==> config.mk <==
export PLATFORM = sky130hd
export DESIGN_NAME = disk_control_fault_status
export DESIGN_NICKNAME = d
export VERILOG_FILES = /design/src/hw/disk_fault_pkg.sv /design/src/hw/disk_control_fault_status.sv
export VERILOG_INCLUDE_DIRS = /design/src /design/src/hw
export SDC_FILE = /design/constraint.sdc
export NUM_CORES = 1
export LEC_CHECK = 0
export BUFFER_PORTS_ARGS = -buffer_cell sky130_fd_sc_hd__buf_2
export CAP_MARGIN = 25
export CORE_MARGIN = 2
export CORE_UTILIZATION = 61
export CTS_CLUSTER_SIZE = 24
export DETAILED_ROUTE_END_ITERATION = 10
export PLACE_DENSITY = 0.86
export SLEW_MARGIN = 20
export SYNTH_ARGS = -nofsm -noshare
export SYNTH_HDL_FRONTEND = slang
export SYNTH_SLANG_ARGS = --single-unit
export TNS_END_PERCENT = 30
==> constraint.sdc <==
create_clock -name clk_i -period 5.25 [get_ports clk_i]
set_input_delay 0.525 -clock clk_i [delete_from_list [all_inputs] [get_ports clk_i]]
set_output_delay 0.525 -clock clk_i [all_outputs]
set_load 0.02 [all_outputs]
==> src/hw/disk_fault_consts.svh <==
// constants for the disk control fault and status block
`ifndef DISK_FAULT_CONSTS_SVH
`define DISK_FAULT_CONSTS_SVH
`define CLK_MHZ            125
`define NEM_TIMEOUT_US     20
`define NEM_TIMEOUT_CYC    (`NEM_TIMEOUT_US * `CLK_MHZ)
`define MXF_REVS           3
`define REV_CYC_DEFAULT    32'h0000_1000
`define UNIT_OVERFLOW_NUM  4'h8
`define PTR_STEP           16'h0002
`define FN_WRITE           2'h1
`define FN_CHECK           2'h3
`define FN_READ            2'h2
`define FN_NOP             2'h0
`define INTR_LEVEL         3'h5
`define REG_CTRL           4'h0
`define REG_STATUS         4'h4
`define REG_FAULT          4'h8
`define REG_POINTER        4'hC
`define REG_COUNT          5'h10
`define CTRL_GO_BIT        0
`define CTRL_FN_LO         1
`define CTRL_IA_BIT        3
`define CTRL_SL_BIT        4
`define CTRL_MA_BIT        5
`define CTRL_CLR_BIT       8
`define CTRL_UNIT_LO       12
`endif

==> src/hw/disk_fault_pkg.sv <==
// types shared by the disk control fault and status block
package disk_fault_pkg;
  typedef struct packed {
    logic parity_bad;    // data word parity mismatch
    logic bits_bad;      // data word bit count wrong
    logic compare_bad;   // write check mismatch
    logic addr_par_bad;  // surface address parity mismatch
    logic prim_neg_bad;  // primary track missing neg / extra pos
    logic prim_pos_bad;  // primary track missing pos / extra neg
    logic second_bad;    // second track pulse error
    logic third_bad;     // third track pulse error
    logic word_done;     // one word moved
    logic word_ready;    // new word ready to move
    logic word_taken;    // previous word taken
    logic rev_mark;      // once per revolution index
  } disk_event_type;
  typedef enum logic [1:0] {
    st_idle,
    st_run,
    st_frozen
  } ctl_state_type;
endpackage

==> src/hw/disk_control_fault_status.sv <==
// fault, status and transfer bookkeeping of a fixed-head disk control
//
// Decided for this implementation: register access over Avalon-MM and the register addresses.
`timescale 1ns/10ps
`include "disk_fault_consts.svh"
module disk_control_fault_status
  import disk_fault_pkg::*;
#(
  parameter int          REV_CYC     = `REV_CYC_DEFAULT, // cycles per rev
  parameter int          NEM_CYC     = `NEM_TIMEOUT_CYC, // slave sync limit
  parameter logic [7:0]  UNITS_FITTED = 8'h01            // installed units
) (
  input  wire logic           clk_i,          // 125 MHz clock
  input  wire logic           nrst_i,         // async reset, low
  input  wire logic           init_i,         // processor initialize
  input  wire logic [4:0]     avs_address_i,  // byte address
  input  wire logic           avs_read_i,     // read request
  input  wire logic           avs_write_i,    // write request
  input  wire logic [31:0]    avs_writedata_i,// write data
  input  wire logic [3:0]     avs_byteenable_i,// byte lanes
  output logic [31:0]         avs_readdata_o, // read data
  output logic                avs_waitrequest_o,// stall
  input  wire disk_event_type ev_i,           // disk side events
  input  wire logic           protect_i,      // area protect switch on
  input  wire logic           advance_i,      // auto advance to next unit
  input  wire logic           slave_sync_i,   // bus slave sync (pin)
  output logic                bus_request_o,  // memory request pending
  output logic [15:0]         bus_address_o,  // memory pointer out
  output logic                soft_fault_o,   // summary without freeze
  output logic                disk_flag_o,    // fault or ready
  output logic                data_flag_o,    // memory request flag
  output logic                intr_o,         // interrupt request
  output logic [2:0]          intr_level_o,   // request priority
  output logic                ready_o,        // control ready
  output logic                write_drive_o,  // writers enabled
  output logic                run_o,          // transfer in progress
  output logic                timing_on_o     // disk timing enabled
);

  ctl_state_type state_q;          // control state
  logic [1:0]    fn_q;             // function code
  logic          allow_q;          // interrupt allow
  logic          single_q;         // single location mode
  logic          maint_q;          // maintenance mode
  logic [3:0]    unit_q;           // selected unit
  logic [15:0]   ptr_q;            // memory pointer
  logic [15:0]   count_q;          // word count, counts to zero
  logic          par_q, bits_q, cmp_q, absent_q, prot_q, mxf_q;
  logic          chain_q, psel_q, ovf_q, late_q, blk_q;
  logic          ape_q, mn_q, mp_q, bt_q, ct_q, nem_q;
  logic [1:0]    rev_cnt_q;        // revolutions without a transfer
  logic [31:0]   nem_cnt_q;        // slave sync wait counter
  logic [2:0]    sync_q;           // slave sync synchroniser
  logic          sync_lvl_q;       // filtered slave sync
  logic          rd_pend_q;        // read answer on next cycle
  logic [31:0]   rdata_q;          // registered read data

  wire wr_ctrl  = avs_write_i && avs_address_i == `REG_CTRL &&
                  avs_byteenable_i[1:0] == 2'h3;
  wire wr_ptr   = avs_write_i && avs_address_i == `REG_POINTER;
  wire wr_cnt   = avs_write_i && avs_address_i == `REG_COUNT;
  wire clr      = init_i || (wr_ctrl && avs_writedata_i[`CTRL_CLR_BIT]);
  wire go       = wr_ctrl && avs_writedata_i[`CTRL_GO_BIT] && !clr;
  wire [1:0] fn_w = avs_writedata_i[`CTRL_FN_LO +: 2];
  wire [3:0] unit_w = avs_writedata_i[`CTRL_UNIT_LO +: 4];
  // freeze gathers the hard faults
  wire freeze   = ape_q | mn_q | mp_q | bt_q | ct_q | nem_q;
  // summary gathers soft faults plus freeze
  wire summary  = freeze | par_q | bits_q | cmp_q | absent_q | prot_q |
                  mxf_q;
  wire busy     = state_q == st_run;
  wire active   = busy && !freeze;
  wire writing  = active && (fn_q == `FN_WRITE);
  wire [3:0] next_unit = unit_q + 4'h1;
  wire sync_now = sync_q[2] & sync_q[1];  // second and third agree

  function automatic logic fitted(input logic [3:0] u);
    fitted = !u[3] && UNITS_FITTED[u[2:0]];
  endfunction

  // control state: go starts, faults or block end stop, freeze holds
  always_ff @(posedge clk_i or negedge nrst_i) begin
    if (!nrst_i) begin
      state_q <= st_idle;
    end else if (clr) begin
      state_q <= st_idle;
    end else if (freeze) begin
      state_q <= st_frozen;
    end else if (busy && (summary || blk_q)) begin
      state_q <= st_idle;                             // soft fault ends it
    end else if (go && fn_w != `FN_NOP && fitted(unit_q)) begin
      state_q <= st_run;
    end
  end

  // software control fields; function is kept for resuming
  always_ff @(posedge clk_i or negedge nrst_i) begin
    if (!nrst_i) begin
      fn_q     <= `FN_NOP;
      allow_q  <= 1'b0;
      single_q <= 1'b0;
      maint_q  <= 1'b0;
      unit_q   <= 4'h0;
    end else if (clr) begin
      fn_q     <= `FN_NOP;
      allow_q  <= 1'b0;
      single_q <= 1'b0;
      maint_q  <= 1'b0;
      unit_q   <= 4'h0;
    end else if (wr_ctrl) begin
      fn_q     <= fn_w;
      allow_q  <= avs_writedata_i[`CTRL_IA_BIT];
      single_q <= avs_writedata_i[`CTRL_SL_BIT];
      maint_q  <= avs_writedata_i[`CTRL_MA_BIT];
      unit_q   <= unit_w;
    end else if (active && advance_i) begin
      unit_q   <= next_unit;
    end
  end

  // pointer and word count; the address bus takes the pointer only when a request is raised
  always_ff @(posedge clk_i or negedge nrst_i) begin
    if (!nrst_i) begin
      ptr_q   <= 16'h0000;
      count_q <= 16'h0000;
    end else begin
      if (wr_ptr) begin
        ptr_q <= avs_writedata_i[15:0];
      end else if (active && ev_i.word_done && !single_q) begin
        ptr_q <= ptr_q + `PTR_STEP;
      end
      if (wr_cnt) begin
        count_q <= avs_writedata_i[15:0];
      end else if (active && ev_i.word_done && count_q != 16'h0000) begin
        count_q <= count_q - 16'h0001;
      end
    end
  end

  // soft faults, sticky; set wins over a go clear
  always_ff @(posedge clk_i or negedge nrst_i) begin
    if (!nrst_i) begin
      {par_q, bits_q, cmp_q, absent_q, prot_q, mxf_q} <= 6'h00;
      {chain_q, psel_q, ovf_q, blk_q}                  <= 4'h0;
    end else if (clr) begin
      {par_q, bits_q, cmp_q, absent_q, prot_q, mxf_q} <= 6'h00;
      {chain_q, psel_q, ovf_q, blk_q}                  <= 4'h0;
    end else begin
      par_q    <= (par_q && !go) || (active && ev_i.parity_bad);
      bits_q   <= (bits_q && !go) || (active && ev_i.bits_bad);
      cmp_q    <= (cmp_q && !go) ||
                  (active && fn_q == `FN_CHECK && ev_i.compare_bad);
      prot_q   <= (prot_q && !go) || (writing && protect_i);
      mxf_q    <= (mxf_q && !go) ||
                  (active && ev_i.rev_mark &&
                   rev_cnt_q == 2'(`MXF_REVS - 1) && !ev_i.word_done);
      chain_q  <= chain_q || (active && advance_i &&
                  !fitted(next_unit));
      psel_q   <= psel_q || (wr_ctrl && !fitted(unit_w));
      ovf_q    <= ovf_q || (active && advance_i &&
                  next_unit == `UNIT_OVERFLOW_NUM);
      absent_q <= (absent_q && !(wr_ctrl && fitted(unit_w))) ||
                  (wr_ctrl && !fitted(unit_w)) ||
                  (active && advance_i && !fitted(next_unit));
      blk_q    <= (blk_q && !go) || (active && ev_i.word_done &&
                  count_q == 16'h0001);
    end
  end

  // late request is a status only and never stops the function
  always_ff @(posedge clk_i or negedge nrst_i) begin
    if (!nrst_i) begin
      late_q <= 1'b0;
    end else if (clr) begin
      late_q <= 1'b0;
    end else begin
      late_q <= (late_q && !go) ||
                (active && ev_i.word_ready && !ev_i.word_taken);
    end
  end

  // hard faults; only initialize or disk clear removes them
  always_ff @(posedge clk_i or negedge nrst_i) begin
    if (!nrst_i) begin
      {ape_q, mn_q, mp_q, bt_q, ct_q, nem_q} <= 6'h00;
    end else if (clr) begin
      {ape_q, mn_q, mp_q, bt_q, ct_q, nem_q} <= 6'h00;
    end else begin
      ape_q <= ape_q || (busy && ev_i.addr_par_bad);
      mn_q  <= mn_q  || (busy && ev_i.prim_neg_bad);
      mp_q  <= mp_q  || (busy && ev_i.prim_pos_bad);
      bt_q  <= bt_q  || (busy && ev_i.second_bad);
      ct_q  <= ct_q  || (busy && ev_i.third_bad);
      nem_q <= nem_q || (bus_request_o &&
               nem_cnt_q >= 32'(NEM_CYC - 1) && !sync_lvl_q);
    end
  end

  // revolution counter: reset by each moved word
  always_ff @(posedge clk_i or negedge nrst_i) begin
    if (!nrst_i) begin
      rev_cnt_q <= 2'h0;
    end else if (!active || ev_i.word_done) begin
      rev_cnt_q <= 2'h0;
    end else if (ev_i.rev_mark && rev_cnt_q != 2'h3) begin
      rev_cnt_q <= rev_cnt_q + 2'h1;
    end
  end

  // slave sync pin passes three flops; change counts when 2 and 3 agree
  always_ff @(posedge clk_i or negedge nrst_i) begin
    if (!nrst_i) begin
      sync_q     <= 3'h0;
      sync_lvl_q <= 1'b0;
    end else begin
      sync_q <= {sync_q[1:0], slave_sync_i};
      if (sync_q[2] == sync_q[1]) begin
        sync_lvl_q <= sync_now;
      end
    end
  end

  // memory request: raised per word ready, dropped on sync or timeout
  always_ff @(posedge clk_i or negedge nrst_i) begin
    if (!nrst_i) begin
      bus_request_o <= 1'b0;
      nem_cnt_q     <= 32'h0;
      bus_address_o <= 16'h0000;
    end else if (clr || freeze || sync_lvl_q) begin
      bus_request_o <= 1'b0;
      nem_cnt_q     <= 32'h0;
    end else if (bus_request_o) begin
      nem_cnt_q <= nem_cnt_q + 32'h1;
    end else if (active && ev_i.word_ready) begin
      bus_request_o <= 1'b1;
      bus_address_o <= ptr_q;
      nem_cnt_q     <= 32'h0;
    end
  end

  // bus slave: one wait cycle, then registered read data
  always_ff @(posedge clk_i or negedge nrst_i) begin
    if (!nrst_i) begin
      rd_pend_q <= 1'b0;
      rdata_q   <= 32'h0;
    end else begin
      rd_pend_q <= avs_read_i && !rd_pend_q;
      case (avs_address_i)
        `REG_CTRL:    rdata_q <= {16'h0, unit_q, 2'h0, summary, freeze,
                                  ready_o, 1'b0, maint_q, single_q,
                                  allow_q, fn_q, 1'b0};
        `REG_STATUS:  rdata_q <= {20'h0, soft_fault_o, late_q, blk_q,
                                  ovf_q, chain_q, psel_q, absent_q,
                                  mxf_q, prot_q, cmp_q, bits_q, par_q};
        `REG_FAULT:   rdata_q <= {26'h0, nem_q, ct_q, bt_q, mp_q, mn_q,
                                  ape_q};
        `REG_POINTER: rdata_q <= {16'h0, ptr_q};
        `REG_COUNT:   rdata_q <= {16'h0, count_q};
        default:      rdata_q <= 32'h0;   // unmapped reads as zero
      endcase
    end
  end

  // writes complete at once; reads wait one cycle for the data flop
  assign avs_waitrequest_o = avs_read_i && !rd_pend_q;
  assign avs_readdata_o    = rdata_q;
  assign soft_fault_o      = summary && !freeze;
  assign disk_flag_o       = summary || ready_o;
  assign intr_o            = disk_flag_o && allow_q;
  assign intr_level_o      = `INTR_LEVEL;
  assign data_flag_o       = bus_request_o;
  assign ready_o           = !busy;
  assign write_drive_o     = writing;
  assign run_o             = active;
  assign timing_on_o       = !freeze;

endmodule // disk_control_fault_status

# [After elaboration in Yosys (flattened, before gate mapping)]
# Memories as Yosys holds them, arrays and structs flattened.
# Cells that the tools add are included.
[op_classes] add_sub_neg=5 n_mux=48 eq_ne=13 reduce_logical=104 bitwise=14 order_cmp=4
[ops] cell="$mux 32" n=3
[ops] cell="$pmux 16 s5" n=1
[ops] cell="$mux 16" n=4
[ops] cell="$logic_and 1x1->1" n=53
[ops] cell="$add 32x1->32 const B" n=1
[ops] cell="$ge 32x12->1 const B" n=1
[ops] cell="$mux 1" n=29
[ops] cell="$logic_or 1x1->1" n=24
[ops] cell="$add 16x2->16 const B" n=1
[ops] cell="$eq 16x1->1 const B" n=1
[ops] cell="$logic_not 1->1" n=16
[ops] cell="$mux 2" n=8
[ops] cell="$reduce_bool 16->1" n=1
[ops] cell="$sub 16x1->16 const B" n=1
[ops] cell="$lt 3x4->1 const B" n=3
[ops] cell="$mux 4" n=3
[ops] cell="$or 1x1->1" n=11
[ops] cell="$eq 5x4->1 const B" n=2
[ops] cell="$reduce_bool 2->1" n=5
[ops] cell="$eq 2x2->1 const B" n=3
[ops] cell="$reduce_bool 3->1" n=2
[ops] cell="$eq 5x3->1 const B" n=1
[ops] cell="$eq 5x5->1 const B" n=1
[ops] cell="$logic_not 5->1" n=1
[ops] cell="10 further kinds" n=12
[totals] n_memories=3 ff_bits=148 rom_bits=24 output_inout_bits=61 in_bits=61
[mem_list] memory="(no name shown)" depth=8 word_bits=1 read_ports=1 rd_ports_with_merged_regs=0 write_ports=0 line_no="disk_control_fault_status.sv:78" rtl="fitted = !u[3] && UNITS_FITTED[u[2:0]];"
[mem_list] memory="(no name shown)" depth=8 word_bits=1 read_ports=1 rd_ports_with_merged_regs=0 write_ports=0 line_no="disk_control_fault_status.sv:78"
[mem_list] memory="(no name shown)" depth=8 word_bits=1 read_ports=1 rd_ports_with_merged_regs=0 write_ports=0 line_no="disk_control_fault_status.sv:78"

# [Depth between registers and ports, before layout]
[logic_depth] word_depth=16 ltp_mapped=8

# [Worst setup path after synthesis]
# Ideal clock, no wire load.
[synth_path] path_kind="flip-flop to output port" start="register state_q[1]" end="output intr_o" required_time_ns=4.725 n_path_buf=1 path_slack_ns=2.985 arrival_time_ns=1.740 path_stages_with_launch=7 cell_sequence="dfrtp_1 nor4b_2 nand2_1 inv_1 buf_6 nand3_1 and2_1"
[synth_between] elab_chain_len=4
[synth_rtl] item="start, declared" line_no="disk_control_fault_status.sv:40" rtl="ctl_state_type state_q;"
[synth_rtl] item="start signal, assigned" line_no="disk_control_fault_status.sv:84" rtl="state_q <= st_idle;"
[synth_rtl] item="start signal, assigned" line_no="disk_control_fault_status.sv:86" rtl="state_q <= st_idle;"
[synth_rtl] item="start signal, assigned" line_no="disk_control_fault_status.sv:88" rtl="state_q <= st_frozen;"
[synth_rtl] item="$eq 2x1->1" line_no="disk_control_fault_status.sv:71" rtl="wire busy = state_q == st_run;"
[synth_rtl] item="$logic_not 1->1" line_no="disk_control_fault_status.sv:272" rtl="assign ready_o = !busy;"
[synth_rtl] item="$logic_or 1x1->1" line_no="disk_control_fault_status.sv:268" rtl="assign disk_flag_o = summary || ready_o;"
[synth_rtl] item="net disk_flag_o" line_no="disk_control_fault_status.sv:30" rtl="output logic disk_flag_o,"
[synth_rtl] item="$logic_and 1x1->1" line_no="disk_control_fault_status.sv:269" rtl="assign intr_o = disk_flag_o && allow_q;"
[synth_rtl] item="end, declared" line_no="disk_control_fault_status.sv:32" rtl="output logic intr_o,"
# The timed path passes the listed nets, and every way through them passes these cells.

# [Worst setup path after layout]
[layout_path] start="register nem_q" end="output intr_o"
[layout_between] elab_chain_len=9
[layout_rtl] item="start, declared" line_no="disk_control_fault_status.sv:50" rtl="logic ape_q, mn_q, mp_q, bt_q, ct_q, nem_q;"
[layout_rtl] item="start signal, assigned" line_no="disk_control_fault_status.sv:194" rtl="nem_q <= nem_q || (bus_request_o &&"
[layout_rtl] item="$or 1x1->1" line_no="disk_control_fault_status.sv:67" rtl="wire freeze = ape_q | mn_q | mp_q | bt_q | ct_q | nem_q;"
[layout_rtl] item="$or 1x1->1 (6 in a row)" line_no="disk_control_fault_status.sv:69" rtl="wire summary = freeze | par_q | bits_q | cmp_q | absent_q | prot_q |"
[layout_rtl] item="$logic_or 1x1->1" line_no="disk_control_fault_status.sv:268"
[layout_rtl] item="$logic_and 1x1->1" line_no="disk_control_fault_status.sv:269"
# No other way between the ends.

==> impl_metrics.env <==
export IMPL_grt_pass1_vias=6297
export IMPL_worstPathArrival_ns=2.56
export IMPL_crit_type="reg2out"
export IMPL_async_flop_share_pct=100
export IMPL_fmax_mhz=324
export IMPL_fin_tns_setup_ns=0
export IMPL_min_period_ns=3.09
export IMPL_wire_per_inst_um=20.5
export IMPL_finClkSkew_ns=0.00779
export IMPL_drt_iter0_markers=586
export IMPL_fill_cells=800
export IMPL_dr_pass1_iters=8
export IMPL_synth_commonest_cells="dfrtp_1, nand2_1, nor2_1"
export IMPL_antenna_found_initial=0
export IMPL_finalWorstSetupSlack_ns=2.16
export IMPL_path_clk_slew_ns=0.06
export IMPL_grt_max_degree=85
export IMPL_holdBufCountCts=0
export IMPL_antenna_cells=0
export IMPL_vias=6394
export IMPL_critPathRequiredTime_ns=4.72
export IMPL_dpl_hpwl_um=13700
export IMPL_grt_overflow_total=0
export IMPL_wl_met3_um=1580
export IMPL_fp_dieH_um=112
export IMPL_h_tree_depth=4
export IMPL_cts_buffers=17
export IMPL_drc=0
export IMPL_via_per_inst=6.63
export IMPL_synth_cells=739
export IMPL_yosysTopAreaCellShare_pct=46.8
export IMPL_rsz0062_at_grt="false"
export IMPL_slew_viol_final=0
export IMPL_drive_gt1_share_pct=18.9
export IMPL_worst_slew_margin_rel_pct=41.9
export IMPL_setup_violations_final=0
export IMPL_pin_count=122
export IMPL_row_count=39
export IMPL_routed_top_layer="met4"
export IMPL_synth_edf_count=0
export IMPL_clock_latency_ns=0.43
export IMPL_placed_area_mm2=0.00745
export IMPL_synth_warnings=0
export IMPL_die_area_mm2=0.0124
export IMPL_dieWidth_um=112
export IMPL_core_mm2=0.0114
export IMPL_leakagePower_nw=3.77
export IMPL_drv_cap=0
export IMPL_hold_path_class="in2async"
export IMPL_cts_buffer_depth=2
export IMPL_ff2ff_setup_slack_ns=2.33
export IMPL_multi_input_area_mm2=0.00340
export IMPL_final_net_count=880
export IMPL_track_usage_pct=32.9
export IMPL_synthMostInstantiatedCell="dfrtp_1"
export IMPL_synth_main_ff_cell="dfrtp_1"
export IMPL_numPortBuffers=84
export IMPL_cts_tree="built"
export IMPL_post_cts_setup_buffer_count=0
export IMPL_p_per_area_mw_per_mm2=332
export IMPL_outcome="complete, no violations"
export IMPL_drt_met1_wl_um=7290
export IMPL_syn_to_final_growth_pct=14.7
export IMPL_ff_latch_area_mm2=0.00330
export IMPL_dr_wl_met2_um=9990
export IMPL_stdcell_area_mm2=0.00809
export IMPL_synth_area_leaders="dfrtp_1, nand2_1, a21oi_1"
export IMPL_power_w=0.00269
export IMPL_worst_setup_path_start_kind="flop"
export IMPL_finalCritPeriodShare_pct=58.9
export IMPL_synth_top_area_cell="dfrtp_1"
export IMPL_pre_cts_ws_ns=2.31
export IMPL_ant_nets=0
export IMPL_tightest_slew_ns=0.872
export IMPL_cts_resized_gates=0
export IMPL_initial_core_util_pct=62.0
export IMPL_grt_pass1_wl_um=32500
export IMPL_synth_area_mm2=0.00705
export IMPL_ir_drop_uv=283
export IMPL_final_util_pct=71.1
export IMPL_clkSinkCount=132
export IMPL_cts_root_buf="clkbuf_16"
export IMPL_synth_seq_area_share_pct=46.8
export IMPL_synth_seq_cells=132
export IMPL_totalWireLength_um=19800
export IMPL_finalHoldViolCount=0
export IMPL_yosysUniqueCellTypes=63
export IMPL_endpoint_kind="primary output"
export IMPL_globalplace_congestion=1.02
export IMPL_crit_fanout=11
export IMPL_syn_avg_cell_area_um2=9.55
==> kinds of logic after synthesis <==
family,after synthesis,share of synthesized area [%]
xor+xnor,28,3.48
other cells,2,0.106
flops,132,46.8
fa+ha+maj,10,1.77
simple gates,295,22.5
compound gates,161,15.0
mux,28,4.38
buf+inv,83,5.85
==> flip-flops by register name (all words and copies together), names as in the netlist, 2 cells and up <==
register        count
count_q            16
fn_q                2
rev_cnt_q           2
nem_cnt_q          32
avs_readdata_o     16
state_q             2
unit_q              4
ptr_q              16
sync_q              3
bus_address_o      16
==> per-stage QoR <==
stage | hold slack (ns) | std cells
after floorplan | 0.229 | 756
after global placement | 0.343 | 931
after detailed placement | 0.355 | 932
after CTS | 0.197 | 964
after global routing | 0.197 | 965
final | 0.132 | 965
==> routing by layer <==
layer / track usage (%) / vias to the layer above
met5: 0 / -
li1: - / 2819
met3: 6.91 / 87
met2: 55.5 / 361
met4: 16.5 / 0
met1: 40.4 / 3127
==> power breakdown <==
part | internal, W | switching (W) | leakage, nW
logic | 0.000110 | 0.000167 | 1.69
clock network | 0.000783 | 0.000453 | 0.294
registers | 0.00108 | 0.0000946 | 1.78
total | 0.00197 | 0.000714 | 3.77
==> worst paths after layout <==
path	from	to	cells past startpoint
worst min-delay path	nrst_i	avs_readdata_o[15]	1
max in group asynchronous	nrst_i	bus_address_o[2]	2
worst min register to register	sync_q[0]	sync_q[1]	0
min in group clk_i	slave_sync_i	sync_q[0]	1
worst max-delay path	nem_q	intr_o	6
worst max register to register	nem_q	bus_address_o[7]	5
==> cell type report <==
type                       count  share of cell area [%]
timing repair buffer          89                    5.93
sequential                   132                    40.8
multi-input combinational    541                    42.1
inverter                      28                    1.30
clock buffer                  20                    5.77
clock inverter                12                    1.89
tap                          143                    2.21
==> cell usage in the layout, fill, tap and decap left out, types with 14 or more instances in the layout <==
cell and n:
nor2_1 61, a21oi_1 50, clkbuf_16 17, a222oi_1 14, inv_1 27, nand2_1 68
o21ai_0 34, nor3_1 19, nand3_1 40, nor4_1 18, xnor2_1 21, mux2_2 19
conb_1 19, dfrtp_1 132, buf_2 83
==> worst max-delay path, stage by stage, from the launching register on <==
cell and delay, ns:
dfrtp_1 0.45, nor4_4 0.48, nand2_1 0.25, inv_1 0.38, nand3_1 0.21, and2_1 0.21, buf_2 0.15
Note: power is estimated with default switching activity, not from simulation.
